===== src/rtl/ifbrr_pkg.sv =====
// ----------------------------------------------------------------------
// shared constants of the fetch read-return path
// ----------------------------------------------------------------------
package ifbrr_pkg;
    localparam int BUS_W = 64;          // read bus width
    localparam int WORD_W = 32;         // one instruction
    localparam int ORD_W = 3;           // transfer order code width
    localparam int LINE_WORDS = 8;      // largest line, in words
    localparam int IDX_W = 3;           // word index within a line
    localparam int REC_W = BUS_W + IDX_W + 2; // err, pair, idx, data
    localparam int BUF_DEPTH = 2;       // entries in the stream buffer
    // field positions inside a stream record
    localparam int REC_ERR_BIT = REC_W - 1;
    localparam int REC_PAIR_BIT = REC_W - 2;
    localparam int REC_IDX_LSB = BUS_W;
    // order code: bit 0 is the odd-word bit, illegal for wide slaves
    localparam int ORD_ODD_BIT = 0;
    // line masks for four-word and eight-word lines
    localparam logic [7:0] MASK_LINE4 = 8'h0f;
    localparam logic [7:0] MASK_LINE8 = 8'hff;
    localparam logic [7:0] MASK_NONE = 8'h00;
    // request gating after reset, gray along wait -> open
    typedef enum logic [1:0]
    {
        IFBRR_GATE_WAIT = 2'h0,
        IFBRR_GATE_OPEN = 2'h1
    } ifbrr_gate_t;
endpackage


===== src/rtl/ifbrr_stream_if.sv =====
`timescale 1ns/1ps
// ----------------------------------------------------------------------
// valid/ready stream between the fill logic and its buffer
// ----------------------------------------------------------------------
interface ifbrr_stream_if #(parameter int W = ifbrr_pkg::REC_W);
    logic valid;        // record offered
    logic ready;        // record can be taken
    logic [W-1:0] data; // record payload
    modport src (output valid, output data, input ready);
    modport snk (input valid, input data, output ready);
endinterface


===== src/rtl/ifbrr_fifo.sv =====
`timescale 1ns/1ps
// ----------------------------------------------------------------------
// small fifo, registered storage, honest full and empty
// ----------------------------------------------------------------------
module ifbrr_fifo #(
    parameter int W = ifbrr_pkg::REC_W,
    parameter int DEPTH = ifbrr_pkg::BUF_DEPTH
)(
    input wire logic clk_in,           // core clock
    input wire logic rst_in,           // async reset, high
    ifbrr_stream_if.snk fill,          // filling side
    ifbrr_stream_if.src drain          // draining side
);
    localparam int PW = (DEPTH > 1) ? $clog2(DEPTH) : 1;
    localparam logic [PW:0] FULL_CNT = (PW+1)'(DEPTH);
    localparam logic [PW-1:0] LAST_PTR = PW'(DEPTH - 1);

    logic [W-1:0] mem_q [DEPTH];       // storage slots
    logic [PW-1:0] wr_q, wr_d;         // write pointer
    logic [PW-1:0] rd_q, rd_d;         // read pointer
    logic [PW:0] cnt_q, cnt_d;         // occupancy
    logic push, pop;                   // accepted moves

    assign fill.ready = (cnt_q != FULL_CNT);
    assign drain.valid = (cnt_q != '0);
    assign drain.data = mem_q[rd_q];

    // ----------------------------------------------------------------
    // pointer and count update
    // ----------------------------------------------------------------
    always_comb
    begin
        push = fill.valid && fill.ready;
        pop = drain.valid && drain.ready;
        wr_d = wr_q;
        rd_d = rd_q;
        cnt_d = cnt_q;
        if (push)
            wr_d = (wr_q == LAST_PTR) ? '0 : wr_q + 1'b1;
        if (pop)
            rd_d = (rd_q == LAST_PTR) ? '0 : rd_q + 1'b1;
        // simultaneous push and pop keeps the count
        if (push && !pop)
            cnt_d = cnt_q + 1'b1;
        else if (pop && !push)
            cnt_d = cnt_q - 1'b1;
    end

    always_ff @(posedge clk_in or posedge rst_in)
    begin
        if (rst_in)
        begin
            wr_q <= '0;
            rd_q <= '0;
            cnt_q <= '0;
        end
        else
        begin
            wr_q <= wr_d;
            rd_q <= rd_d;
            cnt_q <= cnt_d;
        end
    end

    // storage needs no reset: never read while empty
    always_ff @(posedge clk_in)
    begin
        if (push)
            mem_q[wr_q] <= fill.data;
    end
endmodule


===== src/rtl/ifbrr_top.sv =====
`timescale 1ns/1ps
// Notes on behaviour
// - read bus valid only with read ack
// - narrow slave: pick half by order code
// - wide slave: capture both words same cycle
// - order code names word, any order
// - narrow index: low two or three bits
// - wide code 2k: words 2k, 2k+1; odd invalid
// - no request until busy first seen low
// - errored words fill buffer, line not cached
// - machine check only when errored word executes
// - sample bus, order, error on ack
module ifbrr_top (
    input wire logic MCLK_IN,                // core clock, 200 MHz
    input wire logic SYS_RST_IN,             // async reset, high
    input wire logic [63:0] IFETCH_READ_BUS_IN, // read data bus
    input wire logic IFETCH_READ_ACK_IN,     // read data ack
    input wire logic [2:0] IFETCH_TRANSFER_ORDER_IN, // order code
    input wire logic IFETCH_SLAVE_BUSY_IN,   // slave busy
    input wire logic IFETCH_SLAVE_ERROR_IN,  // transfer error
    input wire logic IFETCH_SLAVE_WIDTH_IN,  // 1: wide slave
    input wire logic LINE_START_IN,          // new line, clear fill
    input wire logic LINE_EIGHT_IN,          // 1: eight-word line
    input wire logic LINE_CACHEABLE_IN,      // line is cacheable
    input wire logic EXEC_VALID_IN,          // word about to execute
    input wire logic [2:0] EXEC_INDEX_IN,    // its fill index
    input wire logic INSTR_READY_IN,         // fetch unit takes
    output logic FETCH_REQ_ALLOW_OUT,        // new request allowed
    output logic INSTR_VALID_OUT,            // bypass record valid
    output logic [63:0] INSTR_DATA_OUT,      // bypass data
    output logic [2:0] INSTR_INDEX_OUT,      // first word index
    output logic INSTR_PAIR_OUT,             // two words carried
    output logic INSTR_ERROR_OUT,            // carried with error
    output logic CACHE_WRITE_OUT,            // write line to cache
    output logic LINE_DISCARD_OUT,           // line dropped, error
    output logic [255:0] CACHE_LINE_OUT,     // fill buffer words
    output logic ORDER_FAULT_OUT,            // invalid order code
    output logic MACHINE_CHECK_OUT           // machine check
);
    // ------------------------------------------------------------------
    // sample stage
    // ------------------------------------------------------------------
    logic smp_vld_q, smp_vld_d;              // sampled transfer
    logic [63:0] smp_bus_q, smp_bus_d;       // sampled data
    logic [2:0] smp_ord_q, smp_ord_d;        // sampled order
    logic smp_err_q, smp_err_d;              // sampled error
    logic smp_wide_q, smp_wide_d;            // sampled width

    // contents ignored outside ack cycles
    always_comb
    begin
        smp_vld_d = IFETCH_READ_ACK_IN;
        smp_bus_d = smp_bus_q;
        smp_ord_d = smp_ord_q;
        smp_err_d = smp_err_q;
        smp_wide_d = smp_wide_q;
        if (IFETCH_READ_ACK_IN)
        begin
            smp_bus_d = IFETCH_READ_BUS_IN;
            smp_ord_d = IFETCH_TRANSFER_ORDER_IN;
            smp_err_d = IFETCH_SLAVE_ERROR_IN;
            smp_wide_d = IFETCH_SLAVE_WIDTH_IN;
        end
    end

    always_ff @(posedge MCLK_IN or posedge SYS_RST_IN)
    begin
        if (SYS_RST_IN)
        begin
            smp_vld_q <= 1'b0;
            smp_bus_q <= '0;
            smp_ord_q <= '0;
            smp_err_q <= 1'b0;
            smp_wide_q <= 1'b0;
        end
        else
        begin
            smp_vld_q <= smp_vld_d;
            smp_bus_q <= smp_bus_d;
            smp_ord_q <= smp_ord_d;
            smp_err_q <= smp_err_d;
            smp_wide_q <= smp_wide_d;
        end
    end

    // ------------------------------------------------------------------
    // order decode
    // ------------------------------------------------------------------
    // word index named by an order code
    function automatic logic [2:0] ifbrr_index(input logic [2:0] ord,
        input logic wide, input logic eight);
        logic [2:0] idx;
        idx = eight ? ord : {1'b0, ord[1:0]};    // top bit don't-care
        if (wide)
            idx[ifbrr_pkg::ORD_ODD_BIT] = 1'b0;  // even word of pair
        return idx;
    endfunction

    // narrow slave: odd word from low half, even from high
    function automatic logic [31:0] ifbrr_half(input logic [63:0] bus,
        input logic [2:0] ord);
        return ord[ifbrr_pkg::ORD_ODD_BIT] ? bus[31:0] : bus[63:32];
    endfunction

    // ------------------------------------------------------------------
    // fill buffer and line completion
    // ------------------------------------------------------------------
    logic [31:0] words_q [ifbrr_pkg::LINE_WORDS];  // fill words
    logic [31:0] words_d [ifbrr_pkg::LINE_WORDS];
    logic [7:0] vmask_q, vmask_d;            // words present
    logic [7:0] emask_q, emask_d;            // words with error
    logic [7:0] need;                        // words in this line
    logic [2:0] wr_idx;                      // decoded index
    logic bad_ord;                           // odd code, wide slave
    logic wr_en;                             // legal transfer
    logic done_d;                            // line just completed
    logic cwr_q, cwr_d;                      // cache write pulse
    logic disc_q, disc_d;                    // discard pulse
    logic ofault_q;                          // order fault pulse

    always_comb
    begin
        need = LINE_EIGHT_IN ? ifbrr_pkg::MASK_LINE8
                             : ifbrr_pkg::MASK_LINE4;
        wr_idx = ifbrr_index(smp_ord_q, smp_wide_q, LINE_EIGHT_IN);
        // slave broke the odd-bit rule: drop and flag it
        bad_ord = smp_vld_q && smp_wide_q
                  && smp_ord_q[ifbrr_pkg::ORD_ODD_BIT];
        wr_en = smp_vld_q && !bad_ord;
        words_d = words_q;
        vmask_d = vmask_q;
        emask_d = emask_q;
        // new line clears masks; a write in the same cycle survives
        if (LINE_START_IN)
        begin
            vmask_d = ifbrr_pkg::MASK_NONE;
            emask_d = ifbrr_pkg::MASK_NONE;
        end
        if (wr_en && smp_wide_q)
        begin
            // both words in the one cycle
            words_d[wr_idx] = smp_bus_q[63:32];
            words_d[wr_idx + 3'h1] = smp_bus_q[31:0];
            vmask_d[wr_idx] = 1'b1;
            vmask_d[wr_idx + 3'h1] = 1'b1;
            emask_d[wr_idx] = emask_d[wr_idx] | smp_err_q;
            emask_d[wr_idx + 3'h1] = emask_d[wr_idx + 3'h1] | smp_err_q;
        end
        else if (wr_en)
        begin
            // one word from the half the code selects
            words_d[wr_idx] = ifbrr_half(smp_bus_q, smp_ord_q);
            vmask_d[wr_idx] = 1'b1;
            emask_d[wr_idx] = emask_d[wr_idx] | smp_err_q;
        end
        // errored words still land in the fill buffer
        done_d = wr_en && ((vmask_d & need) == need);
        cwr_d = done_d && LINE_CACHEABLE_IN && ((emask_d & need) == '0);
        disc_d = done_d && LINE_CACHEABLE_IN && ((emask_d & need) != '0);
    end

    // words hold their value; only the masks and pulses are reset
    always_ff @(posedge MCLK_IN)
    begin
        words_q <= words_d;
    end

    always_ff @(posedge MCLK_IN or posedge SYS_RST_IN)
    begin
        if (SYS_RST_IN)
        begin
            vmask_q <= ifbrr_pkg::MASK_NONE;
            emask_q <= ifbrr_pkg::MASK_NONE;
            cwr_q <= 1'b0;
            disc_q <= 1'b0;
            ofault_q <= 1'b0;
        end
        else
        begin
            vmask_q <= vmask_d;
            emask_q <= emask_d;
            cwr_q <= cwr_d;      // cache write only if no error
            disc_q <= disc_d;
            ofault_q <= bad_ord;
        end
    end

    // line as a flat vector, word 0 in the top slot
    genvar g;
    generate
        for (g = 0; g < ifbrr_pkg::LINE_WORDS; g++)
        begin : g_line
            assign CACHE_LINE_OUT[255 - 32*g -: 32] = words_q[g];
        end
    endgenerate

    assign CACHE_WRITE_OUT = cwr_q;
    assign LINE_DISCARD_OUT = disc_q;
    assign ORDER_FAULT_OUT = ofault_q;

    // ------------------------------------------------------------------
    // machine check on execution of an errored word
    // ------------------------------------------------------------------
    logic mchk_q, mchk_d;                    // machine check pulse

    // error alone raises nothing; only execution does
    always_comb
    begin
        mchk_d = EXEC_VALID_IN && vmask_q[EXEC_INDEX_IN]
                 && emask_q[EXEC_INDEX_IN];
    end

    always_ff @(posedge MCLK_IN or posedge SYS_RST_IN)
    begin
        if (SYS_RST_IN)
            mchk_q <= 1'b0;
        else
            mchk_q <= mchk_d;
    end

    assign MACHINE_CHECK_OUT = mchk_q;

    // ------------------------------------------------------------------
    // bypass stream through the two-entry buffer
    // ------------------------------------------------------------------
    ifbrr_stream_if #(.W(ifbrr_pkg::REC_W)) push_if ();
    ifbrr_stream_if #(.W(ifbrr_pkg::REC_W)) pop_if ();

    // slave cannot be stalled, so a full buffer closes the request gate
    assign push_if.valid = wr_en;
    assign push_if.data = {smp_err_q, smp_wide_q, wr_idx,
                           smp_wide_q ? smp_bus_q
                                      : {2{ifbrr_half(smp_bus_q,
                                                      smp_ord_q)}}};
    assign pop_if.ready = INSTR_READY_IN;

    ifbrr_fifo #(.W(ifbrr_pkg::REC_W), .DEPTH(ifbrr_pkg::BUF_DEPTH))
        u_buf (
        .clk_in (MCLK_IN),
        .rst_in (SYS_RST_IN),
        .fill (push_if),
        .drain (pop_if)
    );

    assign INSTR_VALID_OUT = pop_if.valid;
    assign INSTR_DATA_OUT = pop_if.data[ifbrr_pkg::BUS_W-1:0];
    assign INSTR_INDEX_OUT = pop_if.data[ifbrr_pkg::REC_IDX_LSB +: 3];
    assign INSTR_PAIR_OUT = pop_if.data[ifbrr_pkg::REC_PAIR_BIT];
    assign INSTR_ERROR_OUT = pop_if.data[ifbrr_pkg::REC_ERR_BIT];

    // ------------------------------------------------------------------
    // post-reset request gate
    // ------------------------------------------------------------------
    ifbrr_pkg::ifbrr_gate_t gate_q, gate_d;  // gate state

    // gate opens on the first sampled low busy
    always_comb
    begin
        case (gate_q)
            ifbrr_pkg::IFBRR_GATE_WAIT:
                gate_d = IFETCH_SLAVE_BUSY_IN ? ifbrr_pkg::IFBRR_GATE_WAIT
                                              : ifbrr_pkg::IFBRR_GATE_OPEN;
            ifbrr_pkg::IFBRR_GATE_OPEN:
                gate_d = ifbrr_pkg::IFBRR_GATE_OPEN;
            default:
                gate_d = ifbrr_pkg::IFBRR_GATE_WAIT;
        endcase
    end

    always_ff @(posedge MCLK_IN or posedge SYS_RST_IN)
    begin
        if (SYS_RST_IN)
            gate_q <= ifbrr_pkg::IFBRR_GATE_WAIT;
        else
            gate_q <= gate_d;
    end

    assign FETCH_REQ_ALLOW_OUT = (gate_q == ifbrr_pkg::IFBRR_GATE_OPEN)
                                 && push_if.ready;
endmodule

===== config.mk =====
export PLATFORM = sky130hd
export DESIGN_NAME = ifbrr_top
export DESIGN_NICKNAME = d
export VERILOG_FILES = /design/src/rtl/ifbrr_pkg.sv /design/src/rtl/ifbrr_stream_if.sv /design/src/rtl/ifbrr_fifo.sv /design/src/rtl/ifbrr_top.sv
export SDC_FILE = /design/constraint.sdc
export NUM_CORES = 1
export LEC_CHECK = 0
export CAP_MARGIN = 25
export CORE_MARGIN = 1
export CORE_UTILIZATION = 60
export DETAILED_ROUTE_END_ITERATION = 12
export DONT_BUFFER_PORTS = 1
export GPL_TIMING_DRIVEN = 1
export PLACE_DENSITY = 0.73
export REMOVE_ABC_BUFFERS = 1
export SLEW_MARGIN = 30
export SYNTH_ARGS = -nofsm -noshare
export SYNTH_HDL_FRONTEND = slang
export SYNTH_SLANG_ARGS = --single-unit
export TNS_END_PERCENT = 10

===== constraint.sdc =====
create_clock -name MCLK_IN -period 5.23 [get_ports MCLK_IN]
set_clock_uncertainty 0.05 [all_clocks]
set_input_delay 0.2615 -clock MCLK_IN [delete_from_list [all_inputs] [get_ports MCLK_IN]]
set_output_delay 0.2615 -clock MCLK_IN [all_outputs]
set_load 0.03 [all_outputs]

Yosys cells after proc, flatten, opt, wreduce, memory -nomap -nowiden
Memory sizes are Yosys's and may differ from the RTL's.
Index checks and enable logic that the tools add are counted.

word-level totals
  register bits = 352
  bits in writable memories = 138
  input port bits = 81
  output and inout port bits = 331
  memories kept = 1

memories
  name         words  width  rd ports  clocked after memory_dff  write ports  line              source
  u_buf.mem_q  2      69     1         0                         1            ifbrr_fifo.sv:18  logic [W-1:0] mem_q [DEPTH];

cells by class
  add/subtract/negate cells = 5
  order comparisons = 9
  equal/unequal tests = 3
  muxes and demuxes = 42
  bitwise operators = 8
  reductions and logical operators = 28

operators by type and width
  operator                                                                              number
  256-bit bitwise mux                                                                   3
  256-bit two-way mux                                                                   2
  32-bit demux with 3-bit select                                                        2
  32-bit two-way mux                                                                    3
  64-bit two-way mux                                                                    1
  8-bit two-way mux                                                                     7
  1-bit logical AND                                                                     19
  8-bit AND                                                                             2
  8-bit bitwise mux                                                                     2
  8-bit OR                                                                              2
  1-bit binary-select mux with 3-bit select                                             4
  3-bit by 4-bit less-than comparator with 1-bit output (second input constant)         3
  1-bit two-way mux                                                                     12
  8-bit equality test                                                                   1
  4-bit greater-or-equal comparator (second input constant)                             2
  8-bit logical NOT                                                                     1
  4-bit by 1-bit less-than comparator with 1-bit output (second input constant)         2
  3-bit inverter with 4-bit output                                                      2
  8-bit nonzero test                                                                    1
  1-bit demux with 3-bit select                                                         2
  3-bit by 1-bit greater-or-equal comparator with 1-bit output (second input constant)  2
  2-bit nonzero test                                                                    3
  2-bit two-way mux                                                                     2
  3-bit by 1-bit adder with 3-bit output (second input constant)                        1
  other kinds (10)                                                                      14

Logic depth before layout (Yosys ltp)
  depth after elaboration = 15
  gate-level depth with buffers = 13
  mapped depth without buffers = 11

Hierarchy
From an unflattened synthesis, not the netlist that was laid out.

unflattened totals
  cell total of the unflattened synthesis = 1477
  area total of the unflattened synthesis = 20023.0 sq um

modules (own cells, without submodules)
  module      times used  cells an instance  area each (sq um)  sequential area each (sq um)
  ifbrr_top   1           1243               14493.9            9964.6
  ifbrr_fifo  1           234                5529.1             4244.1

Worst setup path after synthesis
Ideal clock, no wire load.

  kind = register to register
  start = register smp_wide_q
  end = memory u_buf.mem_q[0][0] (netlist name), enable pin
  library setup time = 497 ps
  arrival = 3884 ps
  slack = 800 ps
  cell stages (with the launch flop) = 5
  period minus slack after synthesis = 4430 ps
  cells stage by stage = dfrtp_1 clkbuf_1 a21oi_1 nand2_1 nor2_1

between the ends
  cells in the longest elaborated chain, start to end = 7

RTL lines
  element                                  line              source
  start, declared                          ifbrr_top.sv:47   logic smp_wide_q, smp_wide_d;
  start signal, assigned                   ifbrr_top.sv:82   smp_wide_q <= smp_wide_d;
  1-bit logical AND                        ifbrr_top.sv:127  bad_ord = smp_vld_q && smp_wide_q
  1-bit logical AND                        ifbrr_top.sv:128  && smp_ord_q[ifbrr_pkg::ORD_ODD_BIT];
  1-bit logical NOT                        ifbrr_top.sv:129  wr_en = smp_vld_q && !bad_ord;
  1-bit logical AND                        ifbrr_top.sv:129
  1-bit logical AND                        ifbrr_fifo.sv:33  push = fill.valid && fill.ready;
  1-bit two-way mux                        ifbrr_fifo.sv:68  if (push)
  1-bit two-way mux (implied by the code)  ifbrr_fifo.sv:69  mem_q[wr_q] <= fill.data;
  end, declared                            ifbrr_fifo.sv:18

No other way between the ends.

Worst setup path after layout
  start = register smp_wide_q
  end = register words_q (netlist bit CACHE_LINE_OUT[193]), enable pin

between the ends
  cells in the longest elaborated chain, start to end = 6

RTL lines
  element                                  line              source
  1-bit logical AND                        ifbrr_top.sv:127
  1-bit logical AND                        ifbrr_top.sv:128
  1-bit logical NOT                        ifbrr_top.sv:129
  1-bit logical AND                        ifbrr_top.sv:129
  1-bit logical AND                        ifbrr_top.sv:139  if (wr_en && smp_wide_q)
  2-bit nonzero test (no source line) (*)  n/a
  end signal, assigned                     ifbrr_top.sv:165  words_q <= words_d;
  end, declared                            ifbrr_top.sv:108  logic [31:0] words_q [ifbrr_pkg::LINE_WORDS];

Every way passes the cells marked *; elsewhere a longest branch is shown, timed or not.
A chain may end at the register's enable or synchronous reset.

==> impl_metrics.ini <==
[status]
status = finished clean

[clock_network]
htree_levels = 2
clk_path_buf_depth = 3
cts_tree = built
insertion_delay_ns = 0.55
cts_resized = 0
cts_buffers = 48
clk_pin_slew_ns = 0.06
clock-root-buffer = clkbuf_16
clock_sinks = 489

[synthesis]
synth_area_per_cell_um2 = 13.73
ys_seq_area_share_pct = 73.52
yosys_register_bits = 489
yosys.area.top_type_share_pct = 61.22
yosys-top-cells-area = edfxtp_1 61%, dfrtp_1 12%, mux2_2 4.1%, o21ai_0 2.9%, nor2_1 2.6%
synth_cell_types = 55
yosys_warnings = 0
postSynth.asyncResetShare_pct = 19.43
yosysTopAreaCell = edfxtp_1
synthesis.area_mm2 = 0.01933
synth-edff-count = 394
syn_inst = 1408
synth_ff_type = edfxtp_1

[cells_and_area]
antenna_cells = 0
areaGrowthSynthToFinish_pct = 14.41
nNetsFinal = 1557
fin_area_mm2 = 0.02211
drive_gt1_share_pct = 13.08
final_util_pct = 69.89
final_cells = 1916

[detailed_routing]
vias = 12320
wl_per_cell_um = 28.52
finalWirelength_um = 54640
first_pass_iters = 5
drt_iter0_drc = 1279
post-route-drc-count = 0
ant_nets = 0
vias_per_cell = 6.432

[timing]
hold_slack_ns = 0.06172
fin_ws_ns = 0.7375
slew_viol_final = 0
finalHoldViolCount = 0
fin_crit_ns = 4.492
slew_headroom_pct = 30.73
setup_violations = 0
max_freq_ghz = 0.2226
finalSetupTns_ns = 0
worst_slew_pin_slew_ns = 1.010
final.period_utilization_pct = 85.90
rsz0062_at_grt = false

[placement]
post-place-ws_ns = 0.7982
numPortBuffers = 0
place_inst = 1748
hpwl_um = 34780
post_dp_cell_area_mm2 = 0.01977
gp_congestion = 0.8915

[setup_path]
cp_slowest_cell = dfrtp_4
cp_cell_sequence = nand2b_1 -> inv_2 -> ha_1 -> a21boi_2 -> or3_1 -> or2_2 -> a21oi_4 -> buf_4
critical_path.top_delay_family = simple AND/OR/NAND/NOR gates
critPathBufInv = 2
r2r_slack_ns = 0.74
endpoint_kind = flop
worstPathArrival_ns = 4.68
crit_path_max_fanout = 46
cp.required_ns = 5.42
start_kind = flop
max_stage_delay_ns = 0.75
critPathKind = reg2reg

[power_and_ir_drop]
clkPwrFrac_pct = 32.4
p_int_mw = 7.092
p_leak_nw = 7.929
power_mw = 10.24
ir_drop_uv = 427.5
combPwrFrac_pct = 18.5
power_switching_mw = 3.151
power_density_mw_per_mm2 = 463.3
seq_power_share_pct = 49.2
p_sw_share_pct = 30.76

[floorplan]
io_pins = 412
die_h_um = 181.5
fp.dieW_um = 181.5
initial_core_util_pct = 61.09
coreArea_mm2 = 0.03164
die_area_mm2 = 0.03293
rows = 65

[global_route]
grt_antenna_before_repair = 0
grt_max_degree = 138
grt_first_pass_wirelength_um = 79020
gr-total-overflow = 0
globalRouteTotalUtil_pct = 32.76
grt_pass1_vias = 11930

[job]
max-cap-violations = 0

[hold_path]
hold_path.class = in2reg
==> power by group through the flow <==
stage / combinational, mW / sequential (mW) / clock [mW]
after floorplan: 1.34 / 5.08 / 0
after global placement: 1.70 / 5.15 / 0
after detailed placement: 1.80 / 5.11 / 0
after CTS: 1.88 / 5.03 / 3.33
after global routing: 1.98 / 5.07 / 3.46
final: 1.89 / 5.04 / 3.32
==> registers in the layout, summed over array words and instances (netlist names), 2 cells and up <==
register	flops
smp_bus_q	64
CACHE_LINE_OUT	256
vmask_q	8
emask_q	8
smp_ord_q	3
u_buf.mem_q	138
u_buf.cnt_q	2
==> final timing paths <==
check | depth (start not counted) | from | endpoint
worst min register to register | 1 | gate_q[0] | gate_q[0]
worst max-delay path | 8 | smp_wide_q | CACHE_LINE_OUT[193]
worst min-delay path | 3 | LINE_CACHEABLE_IN | LINE_DISCARD_OUT
worst max register to register | 8 | smp_wide_q | CACHE_LINE_OUT[193]
min in group asynchronous | 2 | SYS_RST_IN | ORDER_FAULT_OUT
max in group asynchronous | 3 | SYS_RST_IN | smp_bus_q[4]
==> per-layer routing <==
| layer | vias to the layer above | share of wire [%] | global-route usage (%) |
|---|---|---|---|
| met5 | - | 0 | 0 |
| met4 | 0 | 3.5 | 11.25 |
| met3 | 110 | 10 | 8.624 |
| met2 | 818 | 49 | 54.80 |
| met1 | 6186 | 37 | 41.65 |
| li1 | 5210 | - | - |
==> tightest hold or removal path, delay by kind of cell <==
kind             cells  cell delay [ns]
AO/OA/AOI/OAI        1             0.04
AND/OR/NAND/NOR      2             0.32
==> layout make-up <==
cell class,instances,area [µm²]
clock inverters,22,142.6
multi-input cells,760,4589
well taps,402,503.0
inverters,80,304.0
clock buffers,68,1379
fillers,2103,9525
repair buffers,95,975.9
flip-flops and latches,489,14220
==> kinds of logic (layout without fill, tap and decap cells) <==
group / after synthesis / in the layout / share of synthesized area, %
multiplexers: 109 / 109 / 6.170
XOR/XNOR: 5 / 5 / 0.2266
AND/OR/NAND/NOR: 372 / 372 / 8.844
flip-flops: 489 / 489 / 73.52
buffers and inverters: 159 / 265 / 3.250
AO/OA/AOI/OAI: 272 / 272 / 7.860
adder cells (fa/ha/maj): 2 / 2 / 0.1295
==> placed cells by master, fill, tap and decap left out, types with 5 or more instances in the layout <==
master | synthesis | layout
clkbuf_16 | 0 | 50
nor2_1 | 136 | 133
clkinv_2 | 0 | 14
edfxtp_1 | 394 | 394
clkbuf_1 | 65 | 12
o22ai_1 | 66 | 66
and2_1 | 34 | 34
mux2i_1 | 37 | 35
dfrtp_1 | 95 | 92
inv_1 | 78 | 75
dlygate4sd3_1 | 0 | 76
nor3_1 | 5 | 5
buf_4 | 1 | 15
clkbuf_8 | 0 | 6
o21ai_0 | 112 | 111
a21oi_1 | 72 | 71
nand3_1 | 14 | 10
nor2b_1 | 32 | 32
nand2_1 | 126 | 122
mux2_2 | 71 | 71
clkinv_1 | 0 | 6
==> cell usage after synthesis (4+ instances only) <==
| library cell | count |
|---|---|
| a21oi_1 | 72 |
| nor2b_1 | 32 |
| o22ai_1 | 66 |
| mux2_2 | 71 |
| nor2_1 | 136 |
| mux2i_1 | 37 |
| inv_1 | 78 |
| nand3_1 | 14 |
| dfrtp_1 | 95 |
| buf_2 | 4 |
| o21ai_0 | 112 |
| nand2_1 | 126 |
| nor3_1 | 5 |
| clkbuf_1 | 65 |
| o31ai_1 | 4 |
| and2_1 | 34 |
| buf_1 | 6 |
| edfxtp_1 | 394 |
==> repair_timing <==
item | in CTS | in global routing
hold endpoints to repair | 118 | 0
hold buffers | 77 | 0
buffers inserted | 0 | 0
(Power assumes the default switching activity.)
